==> config.mk <==
export PLATFORM = sky130hd
export DESIGN_NAME = ccm_core
export DESIGN_NICKNAME = d
export VERILOG_FILES = /design/src/rtl/ccm_pkg.sv /design/src/rtl/ccm_mode_decode.sv /design/src/rtl/ccm_core.sv
export SDC_FILE = /design/constraint.sdc
export NUM_CORES = 1
export LEC_CHECK = 0
export BUFFER_PORTS_ARGS = -buffer_cell sky130_fd_sc_hd__buf_2
export CELL_PAD_IN_SITES_DETAIL_PLACEMENT = 0
export CELL_PAD_IN_SITES_GLOBAL_PLACEMENT = 1
export CORE_ASPECT_RATIO = 2
export CORE_MARGIN = 10
export CORE_UTILIZATION = 34
export DETAILED_ROUTE_END_ITERATION = 6
export PLACE_DENSITY_LB_ADDON = 0.05
export SLEW_MARGIN = 20
export SYNTH_ARGS = -nofsm -noshare
export SYNTH_HDL_FRONTEND = slang
export SYNTH_SLANG_ARGS = --single-unit
==> constraint.sdc <==
create_clock -name CLK -period 2.3 [get_ports CLK]
set_clock_uncertainty 0.2 [all_clocks]
set_input_delay 0.23 -clock CLK [delete_from_list [all_inputs] [get_ports CLK]]
set_output_delay 0.23 -clock CLK [all_outputs]
set_load 0.1 [all_outputs]
==> src/rtl/ccm_pkg.sv <==
// package: register map, mode encodings and field layout for the core clock mode select
package ccm_pkg;
  // apb register byte offsets
  localparam logic [7:0] ADDR_PIN_LATCH = 8'h00;
  localparam logic [7:0] ADDR_RESET_CTRL = 8'h04;
  localparam logic [7:0] ADDR_RELOAD = 8'h08;
  localparam logic [7:0] ADDR_STATUS = 8'h0c;
  // mode field position inside the latch register
  localparam int MODE_HI = 7;
  localparam int MODE_LO = 5;
  // reset values
  localparam logic [7:0] PIN_LATCH_RST = 8'hff;
  localparam logic [15:0] RESET_CTRL_RST = 16'h0000;
  // reload command key in the low bit
  localparam int RELOAD_BIT = 0;
  // multiplier table in half steps (factor times 2); prescaler is 1 meaning 0.5
  localparam logic [3:0] HALF_X4 = 4'h8;
  localparam logic [3:0] HALF_X3 = 4'h6;
  localparam logic [3:0] HALF_X2 = 4'h4;
  localparam logic [3:0] HALF_X5 = 4'ha;
  localparam logic [3:0] HALF_X1 = 4'h2;
  localparam logic [3:0] HALF_X15 = 4'h3;
  localparam logic [3:0] HALF_D2 = 4'h1;
  localparam logic [3:0] HALF_X25 = 4'h5;

  typedef enum logic [2:0] {
    CCM_MUL_2P5 = 3'h0,
    CCM_PRESCALE = 3'h1,
    CCM_MUL_1P5 = 3'h2,
    CCM_DIRECT = 3'h3,
    CCM_MUL_5 = 3'h4,
    CCM_MUL_2 = 3'h5,
    CCM_MUL_3 = 3'h6,
    CCM_MUL_4 = 3'h7
  } ccm_mode_t;

  // decoded clock generation controls handed to the analog clock tree
  typedef struct packed {
    logic pll_enable;
    logic prescale_enable;
    logic direct_drive;
    logic [3:0] half_factor;
  } ccm_ctl_t;

  // apb slave request bundle
  typedef struct packed {
    logic psel;
    logic penable;
    logic pwrite;
    logic [7:0] paddr;
    logic [31:0] pwdata;
  } ccm_apb_req_t;
endpackage

==> src/rtl/ccm_mode_decode.sv <==
// module: mode field to clock generation controls decoder
`timescale 1ns/100ps
module ccm_mode_decode
  import ccm_pkg::*;
(
  // mode in
  input wire ccm_pkg::ccm_mode_t mode,
  // decoded controls
  output ccm_pkg::ccm_ctl_t ctl
);
  // pure table; the pll is off only for direct drive and prescaler
  always_comb begin
    ctl = '0;
    unique case (mode)
      CCM_MUL_4: ctl.half_factor = HALF_X4;
      CCM_MUL_3: ctl.half_factor = HALF_X3;
      CCM_MUL_2: ctl.half_factor = HALF_X2;
      CCM_MUL_5: ctl.half_factor = HALF_X5;
      CCM_DIRECT: ctl.half_factor = HALF_X1;
      CCM_MUL_1P5: ctl.half_factor = HALF_X15;
      CCM_PRESCALE: ctl.half_factor = HALF_D2;
      CCM_MUL_2P5: ctl.half_factor = HALF_X25;
    endcase
    ctl.direct_drive = (mode == CCM_DIRECT);
    ctl.prescale_enable = (mode == CCM_PRESCALE);
    ctl.pll_enable = !(ctl.direct_drive || ctl.prescale_enable);
  end
endmodule

==> src/rtl/ccm_core.sv <==
// module: core clock mode select with pin latch, software reload and apb registers
//
// Added by the designer: the APB interface to the registers and the placing of the registers.
`timescale 1ns/100ps
module ccm_core
  import ccm_pkg::*;
(
  // clock and long hardware reset
  input wire logic CLK,
  input wire logic RST_N,
  // upper half of the parallel port, sampled on reset release
  input wire logic [7:0] PORT_ZERO_UPPER_HALF,
  // apb slave
  input wire logic PSEL,
  input wire logic PENABLE,
  input wire logic PWRITE,
  input wire logic [7:0] PADDR,
  input wire logic [31:0] PWDATA,
  output logic [31:0] PRDATA,
  output logic PREADY,
  output logic PSLVERR,
  // decoded clock generation controls
  output logic PLL_ENABLE,
  output logic PRESCALE_ENABLE,
  output logic DIRECT_DRIVE,
  output logic [3:0] HALF_FACTOR,
  output logic [2:0] CLOCK_MODE_SELECT
);
  import ccm_pkg::*;

  ////////////////////////////////////////////////////////////////////////////
  // state
  typedef struct packed {
    logic strap_pending;
    logic [7:0] reset_pin_latch_high;
    logic [15:0] reset_control_register;
    logic [31:0] prdata;
    logic pready;
    logic pslverr;
    logic [6:0] outs;
  } ccm_state_t;

  ccm_state_t st;
  ccm_state_t next_st;
  ccm_apb_req_t req;
  ccm_ctl_t ctl;
  logic access;
  logic known;

  assign req = '{psel: PSEL, penable: PENABLE, pwrite: PWRITE, paddr: PADDR, pwdata: PWDATA};

  ////////////////////////////////////////////////////////////////////////////
  // decode of the next mode, so outputs change together with the latch
  ccm_mode_decode u_dec (
    .mode(ccm_mode_t'(next_st.reset_pin_latch_high[MODE_HI:MODE_LO])),
    .ctl(ctl)
  );

  ////////////////////////////////////////////////////////////////////////////
  // next state; apb answers in the setup cycle's following edge (one wait-free access)
  always_comb begin
    next_st = st;
    access = req.psel && !req.penable;
    known = (req.paddr == ADDR_PIN_LATCH) || (req.paddr == ADDR_RESET_CTRL) ||
            (req.paddr == ADDR_RELOAD) || (req.paddr == ADDR_STATUS);
    // strap capture one edge after reset release; an async reset may only load constants
    if (st.strap_pending) begin
      next_st.reset_pin_latch_high = PORT_ZERO_UPPER_HALF;
      next_st.strap_pending = 1'b0;
    end
    next_st.pready = access;
    next_st.pslverr = access && !known;
    if (access && req.pwrite && known) begin
      if (req.paddr == ADDR_RESET_CTRL) begin
        next_st.reset_control_register = req.pwdata[15:0];
      end
      // reload only on explicit command; apart from the strap capture the latch never moves otherwise
      if (req.paddr == ADDR_RELOAD && req.pwdata[RELOAD_BIT]) begin
        next_st.reset_pin_latch_high = st.reset_control_register[15:8];
      end
    end
    if (access && !req.pwrite) begin
      unique case (req.paddr)
        ADDR_PIN_LATCH: next_st.prdata = {24'h000000, st.reset_pin_latch_high};
        ADDR_RESET_CTRL: next_st.prdata = {16'h0000, st.reset_control_register};
        ADDR_STATUS: next_st.prdata = {25'h0000000, st.outs};
        default: next_st.prdata = 32'h00000000;
      endcase
    end
    next_st.outs = {ctl.pll_enable, ctl.prescale_enable, ctl.direct_drive, ctl.half_factor};
  end

  ////////////////////////////////////////////////////////////////////////////
  // register the whole state; reset gives default mode x4 with pll on
  always_ff @(posedge CLK or negedge RST_N) begin
    if (!RST_N) begin
      st.strap_pending <= 1'b1;
      st.reset_pin_latch_high <= PIN_LATCH_RST;
      st.reset_control_register <= RESET_CTRL_RST;
      st.prdata <= 32'h00000000;
      st.pready <= 1'b0;
      st.pslverr <= 1'b0;
      st.outs <= {1'b1, 1'b0, 1'b0, HALF_X4};
    end else begin
      st <= next_st;
    end
  end

  // outputs straight from flip-flops
  assign PRDATA = st.prdata;
  assign PREADY = st.pready;
  assign PSLVERR = st.pslverr;
  assign PLL_ENABLE = st.outs[6];
  assign PRESCALE_ENABLE = st.outs[5];
  assign DIRECT_DRIVE = st.outs[4];
  assign HALF_FACTOR = st.outs[3:0];
  assign CLOCK_MODE_SELECT = st.reset_pin_latch_high[MODE_HI:MODE_LO];
endmodule

# After elaboration in Yosys (flattened, before gate mapping)

Memory sizes are Yosys's and may differ from the RTL's. A register that Yosys moved wholly into a read port is not among the register bits.
Index checks and enable logic that the tools add are counted.

Reductions and logical operators: 17
Muxes and demuxes: 5
Equal/unequal tests: 5

Operator list:

| kind                                                                  | count |
|---|---|
| 16-bit one-hot mux with 3 select lines                                | 1 |
| 24-bit two-way mux                                                    | 1 |
| 8-bit by 4-bit equality test with 1-bit output, second input constant | 2 |
| 16-bit two-way mux                                                    | 1 |
| 8-bit two-way mux                                                     | 2 |
| 8-bit by 3-bit equality test with 1-bit output, second input constant | 1 |
| 8-bit zero test                                                       | 1 |
| 1-bit logical AND                                                     | 6 |
| 1-bit zero test                                                       | 5 |
| 1-bit logical OR                                                      | 4 |
| 3-bit by 1-bit equality test with 1-bit output, second input constant | 1 |
| 3-bit by 2-bit equality test with 1-bit output, second input constant | 1 |
| 2-bit AND reduction                                                   | 1 |

Memories kept: 1
Word-level logic and storage cells: 35
Input port bits: 53
Output and inout bits: 44
Memory bits (read-only): 32
Flip-flop bits (word level): 66

Memory list:

| name             | words | width | read ports | clocked after Yosys merged registers in | write ports | line                  | source |
|---|---|---|---|---|---|---|---|
| (name not given) | 8     | 4     | 1          | 1                                       | 0           | ccm_mode_decode.sv:14 | `unique case (mode)` |

# Depth between registers and ports, before layout

Word-level depth: 9
Depth in mapped cells: 9
Gate-level depth less buffers: 7

# Hierarchy

A second synthesis with hierarchy kept.

Cell total of the unflattened synthesis: 213
Area, all modules: 2573.7 sq um

Modules (own cells, without submodules):

| module          | sequential area each (sq um) | area each (sq um) | times used | cells each |
|---|---|---|---|---|
| ccm_core        | 1265.0                       | 2459.9            | 1          | 199 |
| ccm_mode_decode | 0.0                          | 113.9             | 1          | 14 |

# Worst setup path after synthesis

No wires, ideal clock.

Path kind: input -> register
Start point: input port PADDR[1]
End point: register HALF_FACTOR[2] (netlist name)
Slack: -0.393 ns
Buffers on the path: 2
Arrival time: 2.367 ns
Library setup time: 0.126 ns
Data required time: 1.974 ns
Cell stages on the path: 8
Path through: or4_4 or4_1 buf_6 clkbuf_1 nor2_1 a21oi_1 ha_1 a221o_1

Cells in the longest elaborated chain, start to end: 6
Elaborated cells between the ends (all ways): 11
Classes of those cells: 3 x eq/ne; 2 x mux; 6 x reduce/logical

RTL lines:

| what                                                                                     | line           | source |
|---|---|---|
| from (decl)                                                                              | ccm_core.sv:17 | `input wire logic [7:0] PADDR,` |
| 8-bit by 3-bit equality test with 1-bit output / 8-bit zero test (equally long branches) | ccm_core.sv:64 | `known = (req.paddr == ADDR_PIN_LATCH) \|\| (req.paddr == ADDR_RESET_CTRL) \|\|` |
| 1-bit logical OR (2 in series)                                                           | ccm_core.sv:64 |  |
| 1-bit logical OR                                                                         | ccm_core.sv:65 | `(req.paddr == ADDR_RELOAD) \|\| (req.paddr == ADDR_STATUS);` |
| 1-bit logical AND                                                                        | ccm_core.sv:73 | `if (access && req.pwrite && known) begin` |
| 24-bit two-way mux *                                                                     | ccm_core.sv:73 |  |

Every way passes the cells marked *; elsewhere a longest branch is shown, timed or not.
A chain may end at the register's enable or synchronous reset.

# Worst setup path in the final report

Start point: input port PADDR[1]
End point: register st[55] (netlist bit)

Cells in the longest elaborated chain, start to end: 6
Elaborated cells between the ends (all ways): 9
Classes of those cells: 3 x eq/ne; 6 x reduce/logical

RTL lines:

| what                                                                                     | line                           | source |
|---|---|---|
| 8-bit by 3-bit equality test with 1-bit output / 8-bit zero test (equally long branches) | ccm_core.sv:64, ccm_core.sv:74 |  |
| 1-bit logical OR (2 in series)                                                           | ccm_core.sv:64                 |  |
| 1-bit logical OR                                                                         | ccm_core.sv:65                 |  |
| 1-bit logical AND                                                                        | ccm_core.sv:73                 |  |
| 2-bit AND reduction (no source line) *                                                   | --                             |  |
| to (signal assigned)                                                                     | ccm_core.sv:105                | `st <= next_st;` |
| to (decl)                                                                                | ccm_core.sv:43                 | `ccm_state_t st;` |

Marks and branches as above.

==> metrics.md <==
| Metric | Value |
|---|---|
| Max-cap violations | 0 |
| Critical path endpoint category | flop |
| GRT Util Overall | between 10% and 20% |
| LEAKAGE | 1.67 nW |
| Crit path launch | PADDR[1] |
| Iteration-0 DRC Markers | 88 |
| Vias in the first global route | roughly 2000 |
| Crit-path slowest cell | or4b_1 |
| Register area | about 0.0013 mm^2 |
| Final core occ | a little over two fifths |
| Routed vias | approximately 1800 |
| First-pass GRT wire length | 10800 um |
| Pwr Total | 2.21 mW |
| Nets | ~340 |
| Status | finished clean |
| Syn-to-layout area delta | 22.3% |
| Worst EP required | ~2300 ps |
| Share of the synthesized area in the top cell type | 37.3% |
| Max Fclk | approximately 460 MHz |
| Hold path start | PSEL |
| Async SR Flop Fraction | 100% |
| CTS Buffer Depth | 2 |
| Slew headroom | approximately 56% |
| Hold depth | 2 |
| Worst path top cell family by delay | simple AND/OR/NAND/NOR gates |
| Initial antenna violation count | 0 |
| Pin count of the biggest net entering global routing | 51 |
| EDFF count, synth | 0 |
| Cell Pwr Density | 690 mW/mm^2 |
| HP Class | in -> reg |
| Max stage delay on crit path | about 550 ps |
| Input/output buffers | 64 |
| CTS tree | done |
| Core area | around 0.0075 mm^2 |
| Syn. warnings | 0 |
| First drt pass iteration count | 4 |
| Fill cell total of the finished layout | roughly 760 |
| Vias per Instance | 4.82 |
| Share of cells above drive strength 1 | between 40% and 50% |
| DR WL/cell | 18.3 um |
| Die Span X | between 80 and 90 um |
| Row Count | 45 |
| Critical Path AT | approximately 2200 ps |
| Synthesized instance count | 220 |
| Remaining routing DRC violations | 0 |
| Root buffer cell | clkbuf_16 |
| CP Depth | 6 |
| I/O pins | between 90 and 100 |
| Gpl congestion | roughly 0.77 |
| Period utilization | roughly 95% |
| Clock Latency Late Sink | about 290 ps |
| Fraction of the yosys area taken by sequential cells | 48.4% |
| Crit path time final | between 2000 and 2500 ps |
| Post-Syn Area | between 0.002 and 0.003 mm^2 |
| Area of the multi-input gates | approximately 0.0011 mm^2 |
| Commonest cells post-synth | buf_4, dfrtp_1, a22o_1, nor2_1, mux2_2 |
| Worst setup path category | in -> reg |
| Hold Violations, Final | 0 |
| Worst-path fanout max | 9 |
| Post-CTS Setup Repair Bufs | 0 |
| Slew Limit Fails | 0 |
| CTS H-Tree Depth | 2 |
| RR Startpoint | st[65] |
| Final setup vio count | 0 |
| Initial Utilization | between 30% and 40% |
| Startpoint types | primary input |
| Drt total wl | between 7000 and 8000 um |
| Die Y | 144 um |
| R2R depth | 4 |
| WP buf/inv | 2 |
| Critical Path, Cell by Cell | buf_2, or4_4, or2_4, or4b_1, buf_4, mux2_4 |
| Final ANT Viol Nets | 0 |
| Register bit total from synthesis | 50 |
| RSZ-0062 raised after global routing | false |
| Post-synth top area cell | dfrtp_1 |
| HPWL after DPL | roughly 5300 um |
| Synth unique cells | 38 |
| Syn Area/Cell | 11.9 um^2 |
| Top_reg_cell synth | dfrtp_1 |
| Worst-Margin Slew | between 600 and 700 ps |
| Die area | 0.0118 mm^2 |
| Number of CTS-inserted buffers | 5 |
| GRT overflow | 0 |
| Ant. Diodes | 0 |
| Synth top area cells | dfrtp_1, buf_4, dfstp_2, a22o_1, mux2_4 |
| Worst-path clk slew | roughly 70 ps |
| CTS sink cnt | 50 |
| Maximum vdd ir drop | 348 uV |
-- per-layer routing --
layer / share of wire, % / up-vias / track usage [%]
met5: 0 / - / 0
li1: - / 864 / -
met1: 39 / 911 / 13.5
met3: 6.7 / 14 / 3.48
met4: 3.9 / 0 / 7.48
met2: 51 / 60 / 20.1
-- power breakdown --
part	internal (mW)	switching, mW
sequential	0.928	0.0334
combinational	0.126	0.375
clock	0.406	0.337
-- state kept, by name, indices dropped and copies added, names as in the netlist --
signal / cells
CLOCK_MODE_SELECT: 3
st: 22
PREADY: 1
PRDATA: 16
PLL_ENABLE: 1
PSLVERR: 1
DIRECT_DRIVE: 1
HALF_FACTOR: 4
PRESCALE_ENABLE: 1
-- cells in the final DEF, fill, tap and decap left out, types with 3 or more instances in the layout --
master          n
mux2_2         14
a21oi_1        11
dfstp_2        11
mux2_4         11
nor2b_1         3
buf_2          63
conb_1         17
buf_4          15
dfrtp_1        39
clkbuf_16       5
nor2_1         13
nand2b_1        3
nand2_1         4
mux2i_1         9
dlygate4sd3_1  17
a22o_1         22
nand3b_1        3
-- metrics by stage --
step | worst slack, ps | hold slack, ps | setup TNS (ps) | std cells | cell area, um^2
6_report | 105 | 20.5 | 0 | 384 | 3200
3_3_place_gp | -246 | 183 | -3870 | 359 | 2870
5_1_grt | 70.7 | 25.8 | 0 | 384 | 3200
4_1_cts | 52.0 | 11.0 | 0 | 385 | 3200
3_5_place_dp | -260 | 193 | -3890 | 359 | 2870
2_1_floorplan | -288 | -266 | -1720 | 236 | 2700
-- worst register-to-register path, stage by stage (launching register included) --
cell	delay (ps)
dfstp_2	630
mux2_2	380
mux2_4	270
buf_4	160
a211oi_1	200
-- final cells by class --
type                            count  area share [%]
Clock buffer                        6            4.03
Sequential cell                    50            39.5
Multi-Input combinational cell    134            33.0
Clock inverter                      2           0.430
Inverter                            2           0.235
Timing Repair Buffer               96            19.1
Tap cell                           94            3.68
-- kinds of logic after synthesis --
group           synth area share, %
fa+ha+maj                     0.478
simple gates                   8.42
other cells                   0.143
mux                            15.8
buf+inv                        14.3
flops                          48.4
compound gates                 12.5
-- path summary, 6_finish.rpt --
kind | endpoint | slack, ps
min in group asynchronous | st[45] | 370
max in group asynchronous | PRDATA[12] | 1090
setup / recovery | st[55] | 100
hold reg to reg | PRDATA[7] | 270
setup reg to reg | HALF_FACTOR[0] | 360
hold / removal | PREADY | 20
-- timing repair --
item / CTS / global route
hold buffers: 18 / 0
setup endpoints to repair: 0 / 1
endpoints found under the hold margin: 56 / 0
gates resized for setup: 0 / 2
No activity file was read; power rests on OpenSTA's default activity.
